[src/timer_pkg.sv]
// shared constants and types for the ten-bit standard timer
package timer_pkg;
   localparam int CNT_W = 10;
   localparam logic [7:0] ADDR_CTRL0 = 8'h00;
   localparam logic [7:0] ADDR_CTRL1 = 8'h04;
   localparam logic [7:0] ADDR_CNT_LO = 8'h08;
   localparam logic [7:0] ADDR_CNT_HI = 8'h0C;
   localparam logic [7:0] ADDR_CMP_LO = 8'h10;
   localparam logic [7:0] ADDR_CMP_HI = 8'h14;
   localparam logic [7:0] ADDR_FLAGS = 8'h18;
   localparam logic [7:0] CTRL_RESET = 8'h00;
   localparam logic [1:0] RESP_OKAY = 2'h0;
   localparam logic [1:0] RESP_SLVERR = 2'h2;
   localparam logic [1:0] MODE_CMP = 2'h0;
   localparam logic [1:0] MODE_CAP = 2'h1;
   localparam logic [1:0] MODE_PWM = 2'h2;
   localparam logic [1:0] MODE_TMR = 2'h3;
   localparam logic [2:0] CLK_SYS_DIV4 = 3'h0;
   localparam logic [2:0] CLK_SYS = 3'h1;
   localparam logic [2:0] CLK_HI_DIV16 = 3'h2;
   localparam logic [2:0] CLK_HI_DIV64 = 3'h3;
   localparam logic [2:0] CLK_TBC = 3'h4;
   localparam logic [2:0] CLK_EXT_RISE = 3'h6;
   localparam logic [2:0] CLK_EXT_FALL = 3'h7;
   localparam logic [5:0] DIV_MAX = 6'h3F;
   localparam logic [9:0] CNT_MAX = 10'h3FF;
   typedef struct packed {
      logic pause_ctrl;
      logic [2:0] clock_select;
      logic counter_on;
      logic [2:0] period_field;
   } ctrl0_type;
   typedef struct packed {
      logic [1:0] mode_field;
      logic [1:0] output_function;
      logic output_control;
      logic output_polarity;
      logic period_duty_swap;
      logic clear_select;
   } ctrl1_type;
   typedef struct packed {
      logic [7:0] awaddr;
      logic [31:0] wdata;
      logic [3:0] wstrb;
   } wr_req_type;
endpackage

[src/timer_tick.sv]
// clock source selector producing a one-cycle count tick
`timescale 1ns/10ps
module timer_tick (
   input wire logic mclk,
   input wire logic rst_n,
   input wire logic [2:0] clock_select,
   input wire logic high_speed_clock,
   input wire logic time_base_clock,
   input wire logic ext_clock_pin,
   output logic tick
);
   typedef struct packed {
      logic [5:0] div;
      logic [2:0] hs_sync;
      logic [2:0] tb_sync;
      logic [2:0] ext_sync;
      logic [3:0] hs_div;
      logic [5:0] hs_div64;
   } tick_state_type;
   tick_state_type s_q, s_d;
   logic hs_rise;
   logic tb_rise;
   always_comb begin
      s_d = s_q;
      s_d.div = s_q.div + 6'h01;
      s_d.hs_sync = {s_q.hs_sync[1:0], high_speed_clock};
      s_d.tb_sync = {s_q.tb_sync[1:0], time_base_clock};
      s_d.ext_sync = {s_q.ext_sync[1:0], ext_clock_pin};
      hs_rise = s_q.hs_sync[1] & ~s_q.hs_sync[2];
      tb_rise = s_q.tb_sync[1] & ~s_q.tb_sync[2];
      if (hs_rise) begin
         s_d.hs_div = s_q.hs_div + 4'h1;
         s_d.hs_div64 = s_q.hs_div64 + 6'h01;
      end
      // the reserved code yields no tick and so stops counting
      case (clock_select)
         timer_pkg::CLK_SYS_DIV4: tick = (s_q.div[1:0] == 2'h3);
         timer_pkg::CLK_SYS: tick = 1'b1;
         timer_pkg::CLK_HI_DIV16: tick = hs_rise && (s_q.hs_div == 4'hF);
         timer_pkg::CLK_HI_DIV64: tick = hs_rise && (s_q.hs_div64 == timer_pkg::DIV_MAX);
         timer_pkg::CLK_TBC: tick = tb_rise;
         timer_pkg::CLK_EXT_RISE: tick = s_q.ext_sync[1] & ~s_q.ext_sync[2];
         timer_pkg::CLK_EXT_FALL: tick = ~s_q.ext_sync[1] & s_q.ext_sync[2];
         default: tick = 1'b0;
      endcase
   end
   always_ff @(posedge mclk or negedge rst_n) begin
      if (!rst_n) begin
         s_q <= '0;
      end else begin
         s_q <= s_d;
      end
   end
endmodule

[src/timer_top.sv]
// ten-bit standard timer with period and compare comparators behind AXI4-Lite
// What this block does
// - ten-bit up counter on selected clock, compared with period and compare values
// - period value matches counter bits nine to seven; compare matches all bits
// - software cannot write counter; counter zeroes on counter_on rising
// - selected match clears counter and raises a flag; overflow wraps counter to zero
// - pause holds counter value; release resumes from it
// - clock select picks divided, internal or external edge sources; reserved stops
// - counter_on low stops counting and keeps residual count
// - compare mode: counter_on rising restores pin to initial level
// - period field counts in 128 clocks; zero means 1024
// - clear_select zero: period match clears; zero period clears by overflow
// - mode field: compare, capture, PWM or single pulse, timer
// - compare match action: keep, low, high, toggle
// - PWM mode function: inactive, active, PWM waveform, single pulse
// - capture edge: rising, falling, both, disabled
// - pin changes only when requested level differs from present level
// - output_control gives initial level or PWM active level
// - output_polarity inverts both pins in every mode, timer mode included
// - swap bit exchanges period and duty roles in PWM
// - clear_select one: compare match clears; ignored in PWM and capture
// - one external clock input and two output pins with same function
// - clear_select one in compare or timer mode: no period flag
// - duty at or above period keeps output active whole period
`timescale 1ns/10ps
module timer_top (
   input wire logic mclk,
   input wire logic rst_n,
   input wire logic [7:0] s_axi_awaddr,
   input wire logic s_axi_awvalid,
   output logic s_axi_awready,
   input wire logic [31:0] s_axi_wdata,
   input wire logic [3:0] s_axi_wstrb,
   input wire logic s_axi_wvalid,
   output logic s_axi_wready,
   output logic [1:0] s_axi_bresp,
   output logic s_axi_bvalid,
   input wire logic s_axi_bready,
   input wire logic [7:0] s_axi_araddr,
   input wire logic s_axi_arvalid,
   output logic s_axi_arready,
   output logic [31:0] s_axi_rdata,
   output logic [1:0] s_axi_rresp,
   output logic s_axi_rvalid,
   input wire logic s_axi_rready,
   input wire logic high_speed_clock,
   input wire logic time_base_clock,
   input wire logic ext_clock_pin,
   input wire logic cap_pin_a,
   input wire logic cap_pin_b,
   output logic timer_out_pin_a,
   output logic timer_out_pin_b,
   output logic timer_out_en,
   output logic compare_match_flag,
   output logic period_match_flag
);
   typedef struct packed {
      timer_pkg::ctrl0_type c0;
      timer_pkg::ctrl1_type c1;
      logic [9:0] cnt;
      logic [9:0] cmp;
      logic on_prev;
      logic pin;
      logic pulse_done;
      logic af;
      logic pf;
      logic [2:0] cap_sync_a;
      logic [2:0] cap_sync_b;
      logic aw_got;
      logic w_got;
      timer_pkg::wr_req_type wr;
      logic bvalid;
      logic [1:0] bresp;
      logic rvalid;
      logic [31:0] rdata;
      logic [1:0] rresp;
      logic out_a;
      logic out_b;
      logic out_en;
   } state_type;
   state_type s_q, s_d;
   logic tick;
   logic on_rise;
   logic [9:0] cnt_next;
   logic match_a;
   logic match_p;
   logic [10:0] period_len;
   logic [10:0] duty_len;
   logic pwm_level;
   logic cap_edge;
   logic ea_r, ea_f, eb_r, eb_f;
   logic level;
   logic [31:0] rd;
   logic rd_ok;
   logic wr_ok;
   timer_tick u_tick (
      .mclk(mclk),
      .rst_n(rst_n),
      .clock_select(s_q.c0.clock_select),
      .high_speed_clock(high_speed_clock),
      .time_base_clock(time_base_clock),
      .ext_clock_pin(ext_clock_pin),
      .tick(tick)
   );
   //////////////////////////////////////////////////////////////////////////////////////////
   always_comb begin
      s_d = s_q;
      on_rise = s_q.c0.counter_on & ~s_q.on_prev;
      s_d.on_prev = s_q.c0.counter_on;
      s_d.cap_sync_a = {s_q.cap_sync_a[1:0], cap_pin_a};
      s_d.cap_sync_b = {s_q.cap_sync_b[1:0], cap_pin_b};
      ea_r = s_q.cap_sync_a[1] & ~s_q.cap_sync_a[2];
      ea_f = ~s_q.cap_sync_a[1] & s_q.cap_sync_a[2];
      eb_r = s_q.cap_sync_b[1] & ~s_q.cap_sync_b[2];
      eb_f = ~s_q.cap_sync_b[1] & s_q.cap_sync_b[2];
      cnt_next = s_q.cnt + 10'h001;
      match_a = tick && (cnt_next == s_q.cmp);
      // a zero period field matches on the wrap to zero, so overflow raises the period flag
      match_p = tick && (cnt_next[9:7] == s_q.c0.period_field) &&
                (cnt_next[6:0] == 7'h00);
      period_len = (s_q.c0.period_field == 3'h0) ? 11'h400 :
                   {1'b0, s_q.c0.period_field, 7'h00};
      duty_len = {1'b0, s_q.cmp};
      if (s_q.c1.period_duty_swap) begin
         period_len = {1'b0, s_q.cmp};
         duty_len = (s_q.c0.period_field == 3'h0) ? 11'h400 :
                    {1'b0, s_q.c0.period_field, 7'h00};
      end
      // active while count below duty; duty at or above period stays active throughout
      pwm_level = ({1'b0, s_q.cnt} < duty_len) || (duty_len >= period_len);
      case (s_q.c1.output_function)
         2'h0: cap_edge = ea_r | eb_r;
         2'h1: cap_edge = ea_f | eb_f;
         2'h2: cap_edge = ea_r | ea_f | eb_r | eb_f;
         default: cap_edge = 1'b0;
      endcase
      s_d.af = 1'b0;
      s_d.pf = 1'b0;
      // counting: no write path to the counter, only the on-rise clear
      if (on_rise) begin
         s_d.cnt = '0;
         s_d.pulse_done = 1'b0;
         if (s_q.c1.mode_field == timer_pkg::MODE_CMP) begin
            s_d.pin = s_q.c1.output_control;
         end
      end else if (s_q.c0.counter_on && !s_q.c0.pause_ctrl && tick) begin
         s_d.cnt = cnt_next;
         case (s_q.c1.mode_field)
            timer_pkg::MODE_PWM: begin
               if ({1'b0, cnt_next} >= period_len || cnt_next == 10'h000) begin
                  s_d.cnt = '0;
                  if (s_q.c1.output_function == 2'h3) begin
                     s_d.pulse_done = 1'b1;
                  end
               end
               s_d.af = match_a;
               s_d.pf = match_p;
            end
            timer_pkg::MODE_CAP: begin
               s_d.af = match_a;
               s_d.pf = match_p;
            end
            default: begin
               if (s_q.c1.clear_select) begin
                  if (match_a) begin
                     s_d.cnt = '0;
                  end
                  s_d.af = match_a;
               end else begin
                  if (match_p) begin
                     s_d.cnt = '0;
                  end
                  s_d.af = match_a;
                  s_d.pf = match_p;
               end
               if (match_a && s_q.c1.mode_field == timer_pkg::MODE_CMP) begin
                  case (s_q.c1.output_function)
                     2'h1: s_d.pin = 1'b0;
                     2'h2: s_d.pin = 1'b1;
                     2'h3: s_d.pin = ~s_q.pin;
                     default: s_d.pin = s_q.pin;
                  endcase
               end
            end
         endcase
      end
      if (s_q.c0.counter_on && s_q.c1.mode_field == timer_pkg::MODE_CAP && cap_edge) begin
         s_d.cmp = s_q.cnt;
         s_d.af = 1'b1;
      end
      // output pin level before polarity
      case (s_q.c1.mode_field)
         timer_pkg::MODE_PWM: begin
            case (s_q.c1.output_function)
               2'h0: level = ~s_q.c1.output_control;
               2'h1: level = s_q.c1.output_control;
               2'h2: level = pwm_level ? s_q.c1.output_control : ~s_q.c1.output_control;
               default: level = (s_q.c0.counter_on && !s_q.pulse_done && pwm_level) ?
                                s_q.c1.output_control : ~s_q.c1.output_control;
            endcase
         end
         default: level = s_q.pin;
      endcase
      s_d.out_a = level ^ s_q.c1.output_polarity;
      s_d.out_b = level ^ s_q.c1.output_polarity;
      s_d.out_en = (s_q.c1.mode_field == timer_pkg::MODE_CMP) ||
                   (s_q.c1.mode_field == timer_pkg::MODE_PWM);
      //////////////////////////////////////////////////////////////////////////////////////////
      // write channel: address and data taken in either order
      if (s_axi_awvalid && !s_q.aw_got && !s_q.bvalid) begin
         s_d.aw_got = 1'b1;
         s_d.wr.awaddr = s_axi_awaddr;
      end
      if (s_axi_wvalid && !s_q.w_got && !s_q.bvalid) begin
         s_d.w_got = 1'b1;
         s_d.wr.wdata = s_axi_wdata;
         s_d.wr.wstrb = s_axi_wstrb;
      end
      wr_ok = 1'b1;
      if (s_q.aw_got && s_q.w_got) begin
         s_d.aw_got = 1'b0;
         s_d.w_got = 1'b0;
         s_d.bvalid = 1'b1;
         if (s_q.wr.wstrb[0]) begin
            case (s_q.wr.awaddr)
               timer_pkg::ADDR_CTRL0: s_d.c0 = s_q.wr.wdata[7:0];
               timer_pkg::ADDR_CTRL1: s_d.c1 = s_q.wr.wdata[7:0];
               timer_pkg::ADDR_CMP_LO: s_d.cmp[7:0] = s_q.wr.wdata[7:0];
               timer_pkg::ADDR_CMP_HI: s_d.cmp[9:8] = s_q.wr.wdata[1:0];
               timer_pkg::ADDR_CNT_LO, timer_pkg::ADDR_CNT_HI, timer_pkg::ADDR_FLAGS: ;
               default: wr_ok = 1'b0;
            endcase
         end else if (s_q.wr.awaddr > timer_pkg::ADDR_FLAGS || s_q.wr.awaddr[1:0] != 2'h0) begin
            wr_ok = 1'b0;
         end
         s_d.bresp = wr_ok ? timer_pkg::RESP_OKAY : timer_pkg::RESP_SLVERR;
      end
      if (s_q.bvalid && s_axi_bready) begin
         s_d.bvalid = 1'b0;
      end
      // read channel
      rd = '0;
      rd_ok = 1'b1;
      case (s_axi_araddr)
         timer_pkg::ADDR_CTRL0: rd[7:0] = s_q.c0;
         timer_pkg::ADDR_CTRL1: rd[7:0] = s_q.c1;
         timer_pkg::ADDR_CNT_LO: rd[7:0] = s_q.cnt[7:0];
         timer_pkg::ADDR_CNT_HI: rd[1:0] = s_q.cnt[9:8];
         timer_pkg::ADDR_CMP_LO: rd[7:0] = s_q.cmp[7:0];
         timer_pkg::ADDR_CMP_HI: rd[1:0] = s_q.cmp[9:8];
         timer_pkg::ADDR_FLAGS: rd[1:0] = {s_q.pf, s_q.af};
         default: rd_ok = 1'b0;
      endcase
      if (s_axi_arvalid && !s_q.rvalid) begin
         s_d.rvalid = 1'b1;
         s_d.rdata = rd;
         s_d.rresp = rd_ok ? timer_pkg::RESP_OKAY : timer_pkg::RESP_SLVERR;
      end else if (s_q.rvalid && s_axi_rready) begin
         s_d.rvalid = 1'b0;
      end
   end
   //////////////////////////////////////////////////////////////////////////////////////////
   always_ff @(posedge mclk or negedge rst_n) begin
      if (!rst_n) begin
         s_q <= '0;
      end else begin
         s_q <= s_d;
      end
   end
   assign s_axi_awready = ~s_q.aw_got & ~s_q.bvalid;
   assign s_axi_wready = ~s_q.w_got & ~s_q.bvalid;
   assign s_axi_bvalid = s_q.bvalid;
   assign s_axi_bresp = s_q.bresp;
   assign s_axi_arready = ~s_q.rvalid;
   assign s_axi_rvalid = s_q.rvalid;
   assign s_axi_rdata = s_q.rdata;
   assign s_axi_rresp = s_q.rresp;
   assign timer_out_pin_a = s_q.out_a;
   assign timer_out_pin_b = s_q.out_b;
   assign timer_out_en = s_q.out_en;
   assign compare_match_flag = s_q.af;
   assign period_match_flag = s_q.pf;
endmodule

[config.mk]
export PLATFORM = sky130hd
export DESIGN_NAME = timer_top
export DESIGN_NICKNAME = d
export VERILOG_FILES = /design/src/timer_pkg.sv /design/src/timer_tick.sv /design/src/timer_top.sv
export SDC_FILE = /design/constraint.sdc
export NUM_CORES = 1
export LEC_CHECK = 0
export BUFFER_PORTS_ARGS = -buffer_cell sky130_fd_sc_hd__buf_2
export CORE_MARGIN = 2
export CORE_UTILIZATION = 60
export CTS_CLUSTER_SIZE = 30
export DETAILED_ROUTE_END_ITERATION = 6
export GPL_ROUTABILITY_DRIVEN = 0
export GPL_TIMING_DRIVEN = 0
export HOLD_SLACK_MARGIN = 0.15
export PLACE_DENSITY = 0.87
export SETUP_SLACK_MARGIN = 0.3
export SYNTH_ARGS = -nofsm -noshare
export SYNTH_HDL_FRONTEND = slang
export SYNTH_SLANG_ARGS = --single-unit
[constraint.sdc]
create_clock -name mclk -period 6.1 [get_ports mclk]
set_clock_uncertainty 0.2 [all_clocks]
set_input_delay 1.22 -clock mclk [delete_from_list [all_inputs] [get_ports mclk]]
set_output_delay 1.22 -clock mclk [all_outputs]
set_load 0.005 [all_outputs]
==> results of run 1 <==
report_power, final:
group | internal, mW | switching (mW) | total, mW
registers | 0.801 | 0.153 | 0.955
logic | 0.243 | 0.247 | 0.489
clock network | 0.204 | 0.241 | 0.445
total | 1.25 | 0.641 | 1.89
Yosys cell counts, types with 4 or more instances:
cell type	n	area share (%)
dfrtp_1	101	40
nor2_1	53	3.1
nand2_1	50	3.0
a21oi_1	44	3.5
buf_4	38	4.5
ha_1	32	6.3
mux2_2	32	5.7
o21ai_0	24	1.9
inv_1	22	1.3
mux2i_1	22	3.5
xnor2_1	19	2.6
clkbuf_1	15	0.89
nand3_1	15	1.2
nor2b_1	12	1.2
a211oi_1	10	1.2
buf_2	10	0.79
a31oi_1	9	0.89
nand4_1	8	0.79
nor3_1	7	0.55
o21ai_1	7	0.55
xor2_1	7	0.97
nor4_1	6	0.59
and2_1	5	0.49
and3_1	5	0.49
nand2b_1	5	0.49
a21o_1	4	0.47
buf_6	4	0.71
nand3b_1	4	0.47
or3_1	4	0.40
worst paths after layout:
| kind | end | slack (ps) | from | cells after the start |
|---|---|---|---|---|
| worst max-delay path | s_q[114]$_DFFE_PN0P_ | 2180 | s_q[110]$_DFFE_PN0P_ | 13 |
| worst min-delay path | u_tick.s_d[18]$_DFF_PN0_ | 160 | u_tick.s_d[17]$_DFF_PN0_ | 0 |
| worst max register to register | s_q[114]$_DFFE_PN0P_ | 2180 | s_q[110]$_DFFE_PN0P_ | 13 |
| worst min register to register | u_tick.s_d[18]$_DFF_PN0_ | 160 | u_tick.s_d[17]$_DFF_PN0_ | 0 |
| max in group asynchronous | s_q[83]$_DFFE_PN0P_ | 4320 | rst_n | 2 |
| min in group asynchronous | s_q[115]$_DFFE_PN0P_ | 670 | rst_n | 1 |
final cells by class:
type                            count  area share, %
Clock inverter                      5          0.934
Inverter                           24           1.27
Sequential cell                   101           35.6
Buffer                             71           6.38
Multi-Input combinational cell    473           47.2
Clock buffer                       10           1.94
Tap cell                          136           2.40
Timing Repair Buffer               55           4.23
flip-flops by register name, indices dropped and copies added, names as in the netlist:
| register | count |
|---|---|
| compare_match_flag | 1 |
| period_match_flag | 1 |
| s_axi_bresp | 1 |
| s_axi_bvalid | 1 |
| s_axi_rdata | 8 |
| s_axi_rresp | 1 |
| s_axi_rvalid | 1 |
| s_d | 5 |
| s_q | 59 |
| timer_out_en | 1 |
| timer_out_pin_b | 1 |
| u_tick.s_d | 6 |
| u_tick.s_q | 15 |
per-layer routing:
| metal | global-route usage, % | routed length (um) |
|---|---|---|
| met1 | 33.2 | 5750 |
| met2 | 47.5 | 7610 |
| met3 | 6.26 | 1380 |
| met4 | 13.1 | 680 |
| met5 | 0 | 0 |
logic make-up after synthesis:
family	Yosys count
other	1
xor gates and xnor gates	29
adders and majority gates	33
and+or+nand+nor	199
DFF	101
buffers and inverters	95
AOI/OAI and AO/OA	130
muxes	56
critical path, delay by kind of cell, from the launching register on:
kind / cells / cell delay [ps]
flops: 1 / 360
xor+xnor: 1 / 120
compound gates: 7 / 1710
buf+inv: 1 / 270
simple gates: 3 / 850
fa+ha+maj: 1 / 340
metrics by stage:
| step | hold slack [ps] | cell area [sq um] |
|---|---|---|
| 5_1_grt | 169 | 7100 |
| 3_5_place_dp | 140 | 6890 |
| 4_1_cts | 158 | 7100 |
| 3_3_place_gp | 132 | 6860 |
| 6_report | 155 | 7100 |
| 2_1_floorplan | 131 | 6420 |
==> flow_summary.yaml, run 1 <==
outcome:
  run_status: "finished clean"
clocking:
  cts_root_buffer: "clkbuf_8"
  ctsHoldBuffers: 0
  h-tree-depth: 3
  clk_latency_ps: 370
  postCtsSetupRepairBufs: 0
  cts_resized: 0
  path_clk_slew_ps: 100
  cts.path.max_buffers: 2
  cts_buffers: 9
  cts_tree: "built"
  cts_num_sinks: 101
critical_path:
  cp_data_arrival_time_ps: 4020
  startpoint_type: "register"
  crit_chain: "buf_2, nand3_1, nor3_2, xnor2_1, ha_1, nand3_1, o22ai_1, a2111oi_0, o32a_1, a41oi_4, a211oi_1, a21oi_1, o21ai_1"
  crit_path_max_incr_delay_ps: 440
  path_common_cell: "nand3_1"
  critPathMaxFanout: 10
  end_kind: "register"
  slowest_stage: "a2111oi_0"
  crit_type: "reg2reg"
  cp.required_ps: 6200
placement:
  dp_worst_setup_slack_ps: 2290
  place.detailed.hpwl_mm: 11.6
  numPortBuffers: 54
  dpl.cell_count: 860
power:
  ir_drop_mv: 0.220
  leakagePower_nw: 3.23
  power_density_mw_per_mm2: 266
  total_power_mw: 1.89
cells_and_area:
  nNetsFinal: 831
  multi_input_area_sq_mm: 0.00335
  antennaDiodeCount: 0
  syn2layout_area_growth_pct: 12.1
  final_common_cell: "dfrtp_1"
  register_area_sq_mm: 0.00253
  post-route-util_pct: 69.1
  stdcell_count: 875
  drive_above_1_share_pct: 24.4
  final_cell_mix: "dfrtp_1 (101), buf_2 (63), nor2_1 (53)"
  fillers: 786
logic_synthesis:
  async_reset_ff_share_pct: 100
  syn-instance-count: 644
  seq_area_frac_synth_pct: 39.9
  synth_top_family_by_area: "simple AND/OR/NAND/NOR gates"
  synth-compound-area-share_pct: 13.3
  synth.mux.area_fraction_pct: 9.89
  synth-warning-count: 0
  synth_flop_cell: "dfrtp_1"
  yosys.cell_types.count: 72
  syn_avg_cell_area_sq_um: 9.83
  yosys.area_share.simple_pct: 17.0
  synth_edf_count: 0
  ys_ff_latch: 101
  syn_area_sq_mm: 0.00633
  synthAdderAreaFrac_pct: 6.48
  synth-xor-area-share_pct: 4.67
global_route:
  grt_max_degree: 53
  grt_pass1_wl_mm: 25.0
  grt_antenna_before_repair: 0
  track_usage_pct: 27.7
  overflow: 0
  grt_pass1_vias: 5241
timing:
  tightest_slew_ps: 1010
  relSlewSlack_pct: 32.0
  period_minus_slack_ps: 3920
  fmax_mhz: 255
  finalCritPeriodShare_pct: 64.3
  rsz0062_at_grt: "false"
  finalHoldViolCount: 0
  setup_ws_ps: 2180
  tns_ps: 0
  setup_viol: 0
  maxSlewViolCount: 0
detailed_routing:
  wl_mm: 15.4
  vias: 5313
  antenna_left: 0
  wire_per_inst_um: 17.6
  drc_errors: 0
  drtPass1Iterations: 5
  drtIter0Drc: 395
  vias_per_cell: 6.07
floorplan:
  dieArea_sq_mm: 0.0114
  row_count: 37
  placeableCoreArea_sq_mm: 0.0103
  fp.dieW_um: 107
  ios: 110
  start_util_pct: 61.6
  die_y_um: 107
hold_path:
  hold_class: "reg2reg"
flow_run:
  cap_violations: 0
No activity file was read; power rests on OpenSTA's default activity.
==> run 2, diff against run 1 <==
--- a/config.mk
+++ b/config.mk
@@ -7,13 +7,13 @@
 export LEC_CHECK = 0
 export BUFFER_PORTS_ARGS = -buffer_cell sky130_fd_sc_hd__buf_2
 export CORE_MARGIN = 2
-export CORE_UTILIZATION = 60
+export CORE_UTILIZATION = 51
 export CTS_CLUSTER_SIZE = 30
 export DETAILED_ROUTE_END_ITERATION = 6
 export GPL_ROUTABILITY_DRIVEN = 0
 export GPL_TIMING_DRIVEN = 0
 export HOLD_SLACK_MARGIN = 0.15
-export PLACE_DENSITY = 0.87
+export PLACE_DENSITY = 0.79
 export SETUP_SLACK_MARGIN = 0.3
 export SYNTH_ARGS = -nofsm -noshare
 export SYNTH_HDL_FRONTEND = slang
==> constraint.sdc (replaced) <==
create_clock -name mclk -period 3.3 [get_ports mclk]
set_clock_uncertainty 0.2 [all_clocks]
set_input_delay 0.66 -clock mclk [delete_from_list [all_inputs] [get_ports mclk]]
set_output_delay 0.66 -clock mclk [all_outputs]
set_load 0.005 [all_outputs]
==> flow_summary.yaml, run 2 (synthesized netlist as in run 1, its figures left out) <==
cells_and_area:
  nNetsFinal: 860
  final_common_cell: "dfrtp_1"
  stdcell_count: 937
  final_cell_mix: "dfrtp_1 (98), buf_4 (65), buf_2 (57)"
  largest_register_ffs: 59
  syn2layout_area_growth_pct: 22.7
  post-route-util_pct: 64.4
  antennaDiodeCount: 0
  drive_above_1_share_pct: 32.1
  top_register: "s_q"
global_route:
  grt_max_degree: 71
  track_usage_pct: 24.9
  globalRouteMet1Util_pct: 31.2
  met2_usage_pct: 39.9
  grt_pass1_wl_mm: 25.8
  grt_pass1_vias: 5186
  grt_antenna_before_repair: 0
  met3_usage_pct: 6.64
  grt.busiest_layer: "met2"
  overflow: 0
clocking:
  cts.path.max_buffers: 2
  cts_buffers: 9
  cts_tree: "built"
  path_clk_slew_ps: 70
  cts_root_buffer: "clkbuf_16"
  clk_latency_ps: 350
  h-tree-depth: 3
  cts_num_sinks: 101
detailed_routing:
  wire_per_inst_um: 17.3
  drtIter0Drc: 387
  drc_errors: 0
  wl_mm: 16.2
  drtPass1Iterations: 7
  vias: 5380
  vias_per_cell: 5.74
  antenna_left: 0
outcome:
  violations: "negative setup slack"
  run_status: "finished, violations left"
power:
  leakagePower_nw: 3.51
  ir_drop_mv: 0.415
  power_density_mw_per_mm2: 486
timing:
  finalHoldViolCount: 0
  setup_viol: 5
  whs_ps: 153
  maxSlewViolCount: 0
  finalCritPeriodShare_pct: 102
  relSlewSlack_pct: 39.1
  tns_ps: -178
  rsz0062_at_grt: "true"
  period_minus_slack_ps: 3360
  setup_ws_ps: -60.5
  fmax_mhz: 298
  tightest_slew_ps: 900
hold_path:
  hold_class: "reg2reg"
  holdPathStages: 0
critical_path:
  reg2regPathDepth: 15
  startpoint_type: "register"
  critPathMaxFanout: 5
  end_kind: "register"
  cp.required_ps: 3330
  cp_data_arrival_time_ps: 3390
  crit_type: "reg2reg"
floorplan:
  start_util_pct: 52.5
  row_count: 40
  die_y_um: 115
  dieArea_sq_mm: 0.0133
  ios: 110
  fp.dieW_um: 115
  placeableCoreArea_sq_mm: 0.0121
flow_run:
  cap_violations: 0
placement:
  place.detailed.hpwl_mm: 11.5
  numPortBuffers: 54
  dpl.cell_count: 892
run 2: worst paths after layout:
| kind | startpoint | slack [ps] | endpoint |
|---|---|---|---|
| max in group asynchronous | rst_n | 1610 | s_q[109]$_DFFE_PN0P_ |
| min reg2reg | u_tick.s_d[11]$_DFF_PN0_ | 150 | u_tick.s_d[12]$_DFF_PN0_ |
| max reg2reg | s_q[110]$_DFFE_PN0P_ | -60 | s_q[111]$_DFFE_PN0P_ |
| max | s_q[110]$_DFFE_PN0P_ | -60 | s_q[111]$_DFFE_PN0P_ |
| min | u_tick.s_d[11]$_DFF_PN0_ | 150 | u_tick.s_d[12]$_DFF_PN0_ |
| min in group asynchronous | rst_n | 600 | s_axi_bvalid$_DFFE_PN0P_ |
run 2: layout make-up:
cell class	count	area [sq um]
plain buffers	71	490
flip-flops and latches	101	2530
multi-input cells	474	3620
repair buffers	83	533
fillers	914	4300
inverters	24	90.1
clock inverters	6	50.0
well taps	168	210
clock buffers	10	239
run 2: metrics by stage:
step                power [mW]  cell area [sq um]  worst slack [ps]
floorplan                 2.34               6460               297
global placement          2.58               6940              -278
detailed placement        2.65               6970              -321
CTS                       3.75               7620              26.4
global route              3.97               7760              -160
finish                    3.77               7760             -60.5
run 2: worst max-delay path: stages, from the launching register on:
cell and delay (ps):
dfrtp_1 390, buf_6 140, and3_4 160, buf_6 110, and3_4 180, xnor2_2 130
ha_1 310, nand3_4 110, o22ai_4 240, a2111oi_4 50, o32a_1 360, a41oi_4 330
buf_4 180, nor2_4 50, a31oi_2 210, a21oi_2 70
run 2: what timing repair did:
| action | 4_1_cts | 5_1_grt |
|---|---|---|
| endpoints found under the setup margin | 12 | 22 |
| gates cloned | 1 | 0 |
| resized for setup | 40 | 20 |
| setup buffers | 20 | 7 |
| hold buffers | 1 | 0 |
| pin swaps | 16 | 12 |
| hold endpoints to repair | 31 | 0 |
run 2: per-layer routing:
metal	up-vias	share of wire, %
met5	-	0
met4	0	4.0
met2	286	47
met3	58	8.6
li1	2475	-
met1	2561	40
run 2: power breakdown:
group          internal (mW)  switching (mW)  leakage (nW)
clock network          0.545           0.488         0.142
logic                  0.497           0.489          2.08
registers               1.48           0.271          1.29
total                   2.53            1.25          3.51
